===== config.mk =====
export PLATFORM = sky130hd
export DESIGN_NAME = video_transmission_feature_csrs
export DESIGN_NICKNAME = d
export VERILOG_FILES = /design/src/vid_csr_pkg.sv /design/src/video_transmission_feature_csrs.sv
export SDC_FILE = /design/constraint.sdc
export NUM_CORES = 1
export LEC_CHECK = 0
export BUFFER_PORTS_ARGS = -buffer_cell sky130_fd_sc_hd__buf_2
export CORE_MARGIN = 2
export CORE_UTILIZATION = 55
export DETAILED_ROUTE_END_ITERATION = 8
export PLACE_DENSITY = 0.81
export SLEW_MARGIN = 20
export SYNTH_ARGS = -nofsm -noshare
export SYNTH_HDL_FRONTEND = slang
export SYNTH_SLANG_ARGS = --single-unit

===== constraint.sdc =====
create_clock -name clk -period 3.15 [get_ports clk]
set_input_delay 0.1575 -clock clk [delete_from_list [all_inputs] [get_ports clk]]
set_output_delay 0.1575 -clock clk [all_outputs]
set_load 0.01 [all_outputs]

===== src/vid_csr_pkg.sv =====
// constants and types shared by the video transmission register block
package vid_csr_pkg;
  localparam int DATA_W = 32;
  localparam int ADDR_W = 16;
  localparam int FIFO_DEPTH = 4;
  localparam int CNT_W = 16;
  localparam int VAL_W = 12;
  localparam int DEPTH_W = 8;
  localparam int SCHEME_W = 4;
  // register byte addresses
  localparam logic [15:0] OFS_FORMAT = 16'h060c;
  localparam logic [15:0] OFS_STREAM = 16'h0614;
  localparam logic [15:0] OFS_SHOT = 16'h061c;
  localparam logic [15:0] OFS_TRIG = 16'h062c;
  localparam logic [15:0] OFS_DEPTH = 16'h0630;
  localparam logic [15:0] OFS_SCHEME = 16'h0640;
  localparam logic [15:0] OFS_FEATURE = 16'h0800;
  localparam logic [15:0] OFS_LEGACY = 16'h102c;
  // field positions; quadlet bit 0 is the msb, so bit n sits at 31-n
  localparam int STREAM_BIT = 31;
  localparam int ONESHOT_BIT = 31;
  localparam int MULTI_BIT = 30;
  localparam int COUNT_LSB = 0;
  localparam int TRIG_BIT = 31;
  localparam int LEGACY_BIT = 31;
  localparam int DEPTH_LSB = 24;
  localparam int SCHEME_LSB = 16;
  localparam int PRES_BIT = 31;
  localparam int ONEPUSH_BIT = 26;
  localparam int ONOFF_BIT = 25;
  localparam int AUTO_BIT = 24;
  localparam int VALUE_LSB = 0;
  // reset values
  localparam logic [31:0] FORMAT_RST = 32'h0000_0000;
  localparam logic [11:0] VALUE_RST = 12'h000;
  localparam logic [3:0] SCHEME_RST = 4'h0;
  localparam logic [15:0] COUNT_RST = 16'h0000;
  localparam logic FEAT_PRESENT = 1'b1;
  // trigger schemes whose trigger bit clears itself
  localparam logic [3:0] SCHEME_A = 4'h0;
  localparam logic [3:0] SCHEME_B = 4'h2;
  localparam logic [3:0] SCHEME_C = 4'h4;
  localparam logic [15:0] ONE_FRAME = 16'h0001;
  typedef enum logic [1:0] {
    XFER_IDLE = 2'b00,
    XFER_STREAM = 2'b01,
    XFER_SINGLE = 2'b11,
    XFER_MULTI = 2'b10
  } xfer_type;
endpackage


===== src/video_transmission_feature_csrs.sv =====
// video transmission registers, frame gating, feature control and the frame fifo
`timescale 1ns/1ps
`default_nettype none

module vid_frame_fifo #(
  parameter int WIDTH = 33,
  parameter int DEPTH = 4
) (
  input wire logic clk, // system clock
  input wire logic sys_rst, // synchronous reset
  input wire logic inValid, // word offered
  input wire logic [WIDTH-1:0] inData, // word
  output logic inReady, // room left
  output logic outValid, // word available
  output logic [WIDTH-1:0] outData, // head word
  input wire logic outReady // sink takes head
);
  localparam int PW = $clog2(DEPTH);
  localparam logic [PW:0] FULL_CNT = DEPTH[PW:0];
  localparam logic [PW-1:0] LAST_PTR = PW'(DEPTH - 1);
  typedef struct packed {
    logic [PW-1:0] wrPtr;
    logic [PW-1:0] rdPtr;
    logic [PW:0] count;
    logic notFull;
    logic notEmpty;
  } fifo_state_type;
  fifo_state_type q, d;
  logic [WIDTH-1:0] mem [DEPTH];
  logic push, pop;

  // flags are kept in flops so ready and valid leave the block without logic
  assign push = inValid && q.notFull;
  assign pop = outReady && q.notEmpty;
  assign inReady = q.notFull;
  assign outValid = q.notEmpty;
  assign outData = mem[q.rdPtr];

  always_comb begin
    d = q;
    if (push) begin
      d.wrPtr = (q.wrPtr == LAST_PTR) ? '0 : q.wrPtr + 1'b1;
    end
    if (pop) begin
      d.rdPtr = (q.rdPtr == LAST_PTR) ? '0 : q.rdPtr + 1'b1;
    end
    d.count = q.count + {{PW{1'b0}}, push} - {{PW{1'b0}}, pop};
    d.notFull = (d.count != FULL_CNT);
    d.notEmpty = (d.count != '0);
  end

  always_ff @(posedge clk) begin
    if (sys_rst) begin
      q <= '{wrPtr: '0, rdPtr: '0, count: '0, notFull: 1'b1, notEmpty: 1'b0};
    end else begin
      q <= d;
    end
  end

  // storage needs no reset; only words behind the count are ever read
  always_ff @(posedge clk) begin
    if (push) begin
      mem[q.wrPtr] <= inData;
    end
  end
endmodule

// Behaviour
// - stream bit starts and stops continuous frames
// - legacy trigger only fires while streaming
// - packet format frozen while any transfer active
// - priority stream, single, multi; single ignored streaming
// - single request sends one frame, self-clears
// - multi request sends count frames, self-clears
// - multi ignored while stream or single set
// - trigger bit set/reset, self-clears schemes 0,2,4
// - trigger bit reads busy status
// - depth field read only, zero means invalid
// - feature off holds value fixed
// - auto mode camera tracks value continuously
// - manual mode host writes value
// - one-push adjusts once, clears, back to manual
// - value writable only in manual state
// - present feature shows value in use
module video_transmission_feature_csrs (
  input wire logic clk, // 40 MHz system clock
  input wire logic sys_rst, // synchronous reset, active high
  input wire logic psel, // apb select
  input wire logic penable, // apb access phase
  input wire logic pwrite, // apb write
  input wire logic [15:0] paddr, // apb byte address
  input wire logic [31:0] pwdata, // apb write data
  output logic [31:0] prdata, // apb read data
  output logic pready, // apb ready
  output logic pslverr, // apb error for unmapped address
  input wire logic pixValid, // sensor word valid
  input wire logic [31:0] pixData, // sensor word
  input wire logic pixLast, // last word of a frame
  output logic pixReady, // fifo can take a word
  output logic txValid, // outgoing word valid
  output logic [31:0] txData, // outgoing word
  output logic txLast, // outgoing last word of frame
  input wire logic txReady, // transmitter takes word
  output logic [31:0] formatOut, // packet format in use
  output logic trigPulse, // one-cycle trigger to sensor
  input wire logic trigAck, // sensor finished a trigger
  input wire logic [7:0] depthIn, // effective data depth
  output logic [11:0] featValue, // feature setting in use
  output logic adjReq, // one-push adjustment request
  input wire logic adjDone, // one-push adjustment finished
  input wire logic [11:0] autoValue // value found by the camera
);
  typedef struct packed {
    vid_csr_pkg::xfer_type mode;
    logic inFrame;
    logic streamEn;
    logic oneShot;
    logic multiShot;
    logic [15:0] count;
    logic [15:0] remain;
    logic trigBusy;
    logic trigPulse;
    logic [3:0] scheme;
    logic [31:0] format;
    logic onOff;
    logic autoMode;
    logic onePush;
    logic [11:0] value;
    logic pready;
    logic pslverr;
    logic [31:0] prdata;
  } csr_state_type;
  csr_state_type q, d;

  logic fifoReady, beat, frameEnd, access, wrEn, busy, manual;
  vid_csr_pkg::xfer_type startMode, curMode;

  function automatic logic isMapped(input logic [15:0] a);
    isMapped = (a == vid_csr_pkg::OFS_FORMAT) || (a == vid_csr_pkg::OFS_STREAM) ||
      (a == vid_csr_pkg::OFS_SHOT) || (a == vid_csr_pkg::OFS_TRIG) ||
      (a == vid_csr_pkg::OFS_DEPTH) || (a == vid_csr_pkg::OFS_SCHEME) ||
      (a == vid_csr_pkg::OFS_FEATURE) || (a == vid_csr_pkg::OFS_LEGACY);
  endfunction

  function automatic logic selfClears(input logic [3:0] s);
    selfClears = (s == vid_csr_pkg::SCHEME_A) || (s == vid_csr_pkg::SCHEME_B) ||
      (s == vid_csr_pkg::SCHEME_C);
  endfunction

  function automatic vid_csr_pkg::xfer_type pickMode(input logic s, input logic o,
                                                     input logic m);
    if (s) begin
      pickMode = vid_csr_pkg::XFER_STREAM;
    end else if (o) begin
      pickMode = vid_csr_pkg::XFER_SINGLE;
    end else if (m) begin
      pickMode = vid_csr_pkg::XFER_MULTI;
    end else begin
      pickMode = vid_csr_pkg::XFER_IDLE;
    end
  endfunction

  assign access = psel && penable;
  assign wrEn = access && q.pready && pwrite;
  assign beat = pixValid && fifoReady;
  assign frameEnd = beat && pixLast;
  assign startMode = pickMode(q.streamEn, q.oneShot, q.multiShot);
  assign curMode = q.inFrame ? q.mode : startMode;
  assign busy = q.streamEn || q.oneShot || q.multiShot || (q.mode != vid_csr_pkg::XFER_IDLE);
  assign manual = q.onOff && !q.autoMode && !q.onePush;

  // frames are chosen whole at their first word, so a stop never cuts a frame
  vid_frame_fifo #(
    .WIDTH(vid_csr_pkg::DATA_W + 1),
    .DEPTH(vid_csr_pkg::FIFO_DEPTH)
  ) frameFifo (
    .clk(clk),
    .sys_rst(sys_rst),
    .inValid(pixValid && (curMode != vid_csr_pkg::XFER_IDLE)),
    .inData({pixLast, pixData}),
    .inReady(fifoReady),
    .outValid(txValid),
    .outData({txLast, txData}),
    .outReady(txReady)
  );

  always_comb begin
    d = q;
    d.trigPulse = 1'b0;
    // frame gating; hardware clears come before host writes so a set wins
    if (beat) begin
      d.inFrame = !pixLast;
      d.mode = pixLast ? vid_csr_pkg::XFER_IDLE : curMode;
    end
    if (frameEnd) begin
      case (curMode)
        vid_csr_pkg::XFER_SINGLE: begin
          d.oneShot = 1'b0;
        end
        vid_csr_pkg::XFER_MULTI: begin
          if (q.remain <= vid_csr_pkg::ONE_FRAME) begin
            d.multiShot = 1'b0;
            d.remain = '0;
          end else begin
            d.remain = q.remain - vid_csr_pkg::ONE_FRAME;
          end
        end
        default: begin
          d.remain = q.remain;
        end
      endcase
    end
    if (q.trigBusy && trigAck && selfClears(q.scheme)) begin
      d.trigBusy = 1'b0;
    end
    if (q.onOff && q.autoMode) begin
      d.value = autoValue;
    end
    if (q.onOff && !q.autoMode && q.onePush && adjDone) begin
      d.value = autoValue;
      d.onePush = 1'b0;
    end
    // apb: one wait state, read data captured before pready
    d.pready = access && !q.pready;
    d.pslverr = access && !q.pready && !isMapped(paddr);
    if (access && !q.pready) begin
      d.prdata = '0;
      case (paddr)
        vid_csr_pkg::OFS_FORMAT: d.prdata = q.format;
        vid_csr_pkg::OFS_STREAM: d.prdata[vid_csr_pkg::STREAM_BIT] = q.streamEn;
        vid_csr_pkg::OFS_SHOT: begin
          d.prdata[vid_csr_pkg::ONESHOT_BIT] = q.oneShot;
          d.prdata[vid_csr_pkg::MULTI_BIT] = q.multiShot;
          d.prdata[vid_csr_pkg::COUNT_LSB +: vid_csr_pkg::CNT_W] = q.count;
        end
        vid_csr_pkg::OFS_TRIG: d.prdata[vid_csr_pkg::TRIG_BIT] = q.trigBusy;
        vid_csr_pkg::OFS_DEPTH: d.prdata[vid_csr_pkg::DEPTH_LSB +: vid_csr_pkg::DEPTH_W] = depthIn;
        vid_csr_pkg::OFS_SCHEME: d.prdata[vid_csr_pkg::SCHEME_LSB +: vid_csr_pkg::SCHEME_W] = q.scheme;
        vid_csr_pkg::OFS_FEATURE: begin
          d.prdata[vid_csr_pkg::PRES_BIT] = vid_csr_pkg::FEAT_PRESENT;
          d.prdata[vid_csr_pkg::ONEPUSH_BIT] = q.onePush;
          d.prdata[vid_csr_pkg::ONOFF_BIT] = q.onOff;
          d.prdata[vid_csr_pkg::AUTO_BIT] = q.autoMode;
          d.prdata[vid_csr_pkg::VALUE_LSB +: vid_csr_pkg::VAL_W] = q.value;
        end
        default: d.prdata = '0;
      endcase
    end
    if (wrEn) begin
      case (paddr)
        vid_csr_pkg::OFS_FORMAT: begin
          if (!busy) begin
            d.format = pwdata;
          end
        end
        vid_csr_pkg::OFS_STREAM: d.streamEn = pwdata[vid_csr_pkg::STREAM_BIT];
        vid_csr_pkg::OFS_SHOT: begin
          d.count = pwdata[vid_csr_pkg::COUNT_LSB +: vid_csr_pkg::CNT_W];
          if (!q.streamEn) begin
            d.oneShot = pwdata[vid_csr_pkg::ONESHOT_BIT] || d.oneShot;
          end
          // a zero count would send nothing, so the request is not taken
          if (!q.streamEn && !q.oneShot && !pwdata[vid_csr_pkg::ONESHOT_BIT] &&
              pwdata[vid_csr_pkg::MULTI_BIT] && (d.count != '0)) begin
            d.multiShot = 1'b1;
            d.remain = d.count;
          end
        end
        vid_csr_pkg::OFS_TRIG: begin
          d.trigBusy = pwdata[vid_csr_pkg::TRIG_BIT];
          d.trigPulse = pwdata[vid_csr_pkg::TRIG_BIT] && !q.trigBusy;
        end
        vid_csr_pkg::OFS_LEGACY: begin
          d.trigPulse = pwdata[vid_csr_pkg::LEGACY_BIT] && q.streamEn;
        end
        vid_csr_pkg::OFS_SCHEME: begin
          d.scheme = pwdata[vid_csr_pkg::SCHEME_LSB +: vid_csr_pkg::SCHEME_W];
        end
        vid_csr_pkg::OFS_FEATURE: begin
          d.onOff = pwdata[vid_csr_pkg::ONOFF_BIT];
          d.autoMode = pwdata[vid_csr_pkg::AUTO_BIT];
          // one-push is only meaningful from manual; auto or off cancels it
          d.onePush = pwdata[vid_csr_pkg::ONOFF_BIT] && !pwdata[vid_csr_pkg::AUTO_BIT] &&
            (pwdata[vid_csr_pkg::ONEPUSH_BIT] || d.onePush);
          if (manual) begin
            d.value = pwdata[vid_csr_pkg::VALUE_LSB +: vid_csr_pkg::VAL_W];
          end
        end
        default: d.format = d.format;
      endcase
    end
  end

  always_ff @(posedge clk) begin
    if (sys_rst) begin
      q <= '{mode: vid_csr_pkg::XFER_IDLE, inFrame: 1'b0, streamEn: 1'b0, oneShot: 1'b0,
             multiShot: 1'b0, count: vid_csr_pkg::COUNT_RST, remain: '0, trigBusy: 1'b0,
             trigPulse: 1'b0, scheme: vid_csr_pkg::SCHEME_RST,
             format: vid_csr_pkg::FORMAT_RST, onOff: 1'b0, autoMode: 1'b0, onePush: 1'b0,
             value: vid_csr_pkg::VALUE_RST, pready: 1'b0, pslverr: 1'b0, prdata: '0};
    end else begin
      q <= d;
    end
  end

  assign prdata = q.prdata;
  assign pready = q.pready;
  assign pslverr = q.pslverr;
  assign pixReady = fifoReady;
  assign formatOut = q.format;
  assign trigPulse = q.trigPulse;
  assign featValue = q.value;
  assign adjReq = q.onePush;
endmodule

`default_nettype wire


## Word-level counts from Yosys, hierarchy flattened

Memory sizes are Yosys's and may differ from the RTL's. A register that Yosys moved wholly into a read port is not among the register bits.
Cells that the tools add are included.
W data, S select, Z words.

- Memories kept: 1
- Input port bits: 110
- Output and inout bits: 115
- Word-level logic and storage cells: 148
- Register bits: 134
- Memory bits (writable): 132

- Add/sub/neg operators: 5
- Equality and inequality tests: 15
- Reductions and logical operators: 60
- $lt $le $gt $ge: 1
- Bitwise gates (word level): 2
- Muxes and demuxes: 41

Memory list:

| name | words | bits a word | read ports | clocked after Yosys merged registers in | wr ports | RTL line | RTL |
|---|---|---|---|---|---|---|---|
| frameFifo.mem | 4 | 33 | 1 | 1 | 1 | video_transmission_feature_csrs.sv:29 | `logic [WIDTH-1:0] mem [DEPTH];` |

Operators by type and width:

| cell | number |
|---|---|
| $eq A16 B11 Y1 const B | 6 |
| $mux W87 | 1 |
| $mux W16 | 4 |
| $mux W32 | 2 |
| $pmux W12 S3 | 1 |
| $mux W34 | 1 |
| $logic_and A1 B1 Y1 | 25 |
| $mux W12 | 2 |
| $mux W2 | 10 |
| $eq A16 B12 Y1 const B | 1 |
| $eq A16 B13 Y1 const B | 1 |
| $le A16 B1 Y1 const B | 1 |
| $pmux W4 S2 | 2 |
| $reduce_bool A16 Y1 | 1 |
| $sub A16 B1 Y16 const B | 1 |
| $mux W15 | 1 |
| $logic_or A1 B1 Y1 | 14 |
| $mux W13 | 1 |
| $logic_not A1 Y1 | 10 |
| $mux W1 | 9 |
| $pmux W3 S3 | 1 |
| $eq A2 B2 Y1 const B | 4 |
| $mux W4 | 2 |
| $reduce_and A2 Y1 | 4 |
| 16 further kinds | 19 |

## Longest topological paths before layout

- Word-level depth: 11
- Mapped depth: 9
- Gate-level depth less buffers: 9

## Hierarchy

A second synthesis with hierarchy kept.

- Cell total of the unflattened synthesis: 989
- Area total of the unflattened synthesis: 11489.8 µm²

By module, submodules not included:

| module | instances | cells an instance | area each (µm²) | seq. area each (µm²) |
|---|---|---|---|---|
| video_transmission_feature_csrs | 1 | 765 | 6188.4 | 2502.4 |
| vid_frame_fifo | 1 | 224 | 5301.3 | 4184.0 |

## Worst setup path after synthesis

No wires, ideal clock.

- Path type: register to register
- Start: register q[119] in the netlist's numbering
- End: memory frameFifo.mem[3][0], enable pin
- Setup time: 0.393 ns
- Clock period less this slack: 2.362 ns
- Stages on the path, launching flop included: 6
- Setup slack: 0.788 ns
- Data arrival time: 1.969 ns
- Buffers on the path: 0
- Data required time: 2.757 ns
- Cell sequence: dfxtp_1 nor2_1 o31ai_1 inv_1 a21oi_1 and2_1

- Longest elaborated chain between the ends: 9

RTL lines:

| element | RTL line | RTL |
|---|---|---|
| start, declared | video_transmission_feature_csrs.sv:133 | `csr_state_type q, d;` |
| start signal, assigned | video_transmission_feature_csrs.sv:296 | `q <= '{mode: vid_csr_pkg::XFER_IDLE, inFrame: 1'b0, streamEn: 1'b0, oneShot: 1'b0,` |
| $mux W2 | video_transmission_feature_csrs.sv:156 | `end else if (m) begin` |
| $mux W2 | video_transmission_feature_csrs.sv:154 | `end else if (o) begin` |
| $mux W2 | video_transmission_feature_csrs.sv:152 | `if (s) begin` |
| $mux W2 | video_transmission_feature_csrs.sv:168 | `assign curMode = q.inFrame ? q.mode : startMode;` |
| $reduce_bool A2 Y1 | video_transmission_feature_csrs.sv:179 | `.inValid(pixValid && (curMode != vid_csr_pkg::XFER_IDLE)),` |
| $logic_and A1 B1 Y1 | video_transmission_feature_csrs.sv:179 |  |
| $logic_and A1 B1 Y1 | video_transmission_feature_csrs.sv:33 | `assign push = inValid && q.notFull;` |
| net frameFifo.push | video_transmission_feature_csrs.sv:30 | `logic push, pop;` |
| $mux W1 | video_transmission_feature_csrs.sv:62 | `if (push) begin` |
| $mux W1 (implied by the code) | video_transmission_feature_csrs.sv:63 | `mem[q.wrPtr] <= inData;` |
| end, declared | video_transmission_feature_csrs.sv:29 |  |

The timed path passes the listed nets, and every way through them passes these cells.

==> impl_metrics.toml <==
[timing]
setup_tns_ns = 0
timing.final.crit_period_ns = 2.477
fin_worst_skew_ns = 0.01037
tightestPinTransition_ns = 0.8206
finalSetupViolCount = 0
hold_viol = 0
max-slew-margin-rel = 0.4529
rsz0062_at_grt = "no"
slew_violations = 0
hold_ws_ns = 0.005375
final.period_utilization = 0.7863
fmax_mhz = 403.7

[routing]
vias = 8657
drc = 0
wl_um = 28990
wire_per_inst_um = 19.36
final_antenna_net_count = 0
dr.pass1.iters = 7
drtIter0Drc = 941
viasPerCell = 5.779

[worst_setup_path]
startpoint_type = "flip-flop"
critical_path_class = "flip-flop to output port"
r2r_cells = 8
path_max_fanout = 16
arrival_ns = 2.32
crit_path_end = "txData[10]"
r2r_start = "q[119]"
crit_path_end_kind = "output port"
required_ns = 2.99
reg2reg_setup_slack_ns = 0.68
rr_endpoint = "frameFifo.outValid"

[global_routing]
grt_max_degree = 79
grt_pass1_wl_um = 45030
grt_util_all_layers = 0.2606
overflow = 0
grt_pass1_vias = 8437
antenna_found_initial = 1

[outcome]
status = "completed"

[finish]
drive_above_1_share = 0.2747
finalNetCount = 1326
synthToLayoutAreaGrowth_pct = 23.26
fill_cells = 1369
final_cells = 1498
design_area_mm2 = 0.01396

[clock_tree]
htreeDepth = 1
cts_sinks = 268
clk-insertion-delay-late_ns = 0.53
root_buffer = "clkbuf_16"
clk_path_buf_depth = 3
path_clk_slew_ns = 0.06
cts_tree = "built"
cts-buffers-inserted = 27

[yosys]
synth_area_leaders = "edfxtp_1, dfxtp_1, mux4_2"
netlist_area_mm2 = 0.01132
syn_nets = 1099
synth-seq-cells = 268
synth_most_common_cell = "nand2_1"
ys_types = 52
synth_top_area_frac = 0.3501
synth_cells = 979
synth_edf_count = 132
async_flop_share = 0
yosys.area.top_type = "edfxtp_1"
synth_ff_type = "dfxtp_1"
ys_top_cells_by_count = "nand2_1, dfxtp_1, edfxtp_1"
syn_avg_cell_area_um2 = 11.57
yosys_warnings = 0
seq_area_frac_synth = 0.5905

[job]
drv_cap = 0

[place]
dp_hpwl_um = 18520
place.gp.congestion = 0.8660
port_buffers = 224
numPlacedInstances = 1364
postPlaceCellArea_mm2 = 0.01220

[floorplanning]
die_y_um = 147.5
start_util = 0.5596
core-area_mm2 = 0.02023
dieWidth_um = 147.5
fp-row-count = 52
dieArea_mm2 = 0.02175
pin_count = 225

[min_path]
hold_path_class = "primary input to flip-flop"
min_from = "depthIn[6]"

[pwr]
p_leak_nw = 5.311
powerDensity_mw_per_mm2 = 553.8
vdd_drop_max_uv = 373.5
-- state kept, by name, summed over array words and instances, names as in the netlist, 7 cells and up, named ones only --
signal / flops
frameFifo.mem: 132
q: 45
formatOut: 32
prdata: 32
featValue: 12
frameFifo.q: 7
-- critical path, stage by stage, from the launching register on --
cell and delay [ns]:
dfxtp_2 0.68, buf_4 0.38, mux4_2 0.56, buf_2 0.16
-- timing repair --
item / in CTS / in global routing
hold endpoints to repair: 221 / 0
gates resized for setup: 0 / 0
hold buffers: 83 / 0
setup buffers: 0 / 0
endpoints found under the setup margin: 0 / 0
-- cell usage in the layout, fill, tap and decap left out, drive strengths merged, types with 5 or more instances in the layout --
master       instances
clkinv               8
nand4                8
nand3               10
a221oi              14
a211oi              27
nor2                77
a311oi               5
o31ai                5
dfxtp              136
a21oi               75
clkbuf              35
ha                   9
nor3                31
and2                 5
buf                244
nand2              140
a22oi                9
mux2i               22
mux4                33
inv                 16
o21ai               26
nor4                11
edfxtp             132
dlygate4sd3         83
a222oi              10
-- metrics by stage --
stage / total power [mW] / setup WS [ns] / utilization
finish: 7.729 / 0.6731 / 0.6898
global route: 7.957 / 0.4189 / 0.6898
CTS: 7.763 / 0.5934 / 0.6896
detailed placement: 4.435 / 0.5650 / 0.6031
global placement: 4.411 / 0.5924 / 0.6031
floorplan: 4.175 / 0.7882 / -
-- worst min path at each step --
stage	endpoint	cells past startpoint	slack, ns
final	prdata[30]	3	0.005
after floorplan	pready	1	0.25
after detailed placement	frameFifo.mem[0][1]	1	0.37
after CTS	prdata[30]	3	0.0008
after global routing	prdata[31]	3	0.01
after global placement	frameFifo.mem[3][6]	1	0.37
-- cell type report --
cell class | instances | area (um^2) | area share
sequential | 268 | 6688 | 0.4792
multi-input combinational | 569 | 3806 | 0.2727
timing repair buffer | 327 | 2155 | 0.1544
clock buffer | 35 | 755.7 | 0.05415
tap | 270 | 337.8 | 0.02420
clock inverter | 15 | 163.9 | 0.01174
inverter | 13 | 48.80 | 0.003496
antenna | 1 | 2.502 | 0.0001793
-- cells by family after synthesis --
logic type	Yosys count	share of synthesized area
simple gates	316	0.1302
flops	268	0.5905
compound gates	186	0.1065
buf+inv	142	0.07448
mux	55	0.08508
fa+ha+maj	10	0.01171
xor+xnor	2	0.001547
-- power breakdown --
part	switching (mW)	internal, mW	leakage (nW)
Combinational	0.351	0.353	2.57
Sequential	0.0562	3.70	2.29
Clock	1.33	1.94	0.460
-- metal layers --
layer  track usage  routed length, um  vias up
met3       0.04228               2112       60
met1        0.3358              11400     4211
met2        0.4472              14560      396
met5             0                  0        -
met4       0.09760                927        0
li1              -                  -     3990
(Power assumes the default switching activity.)
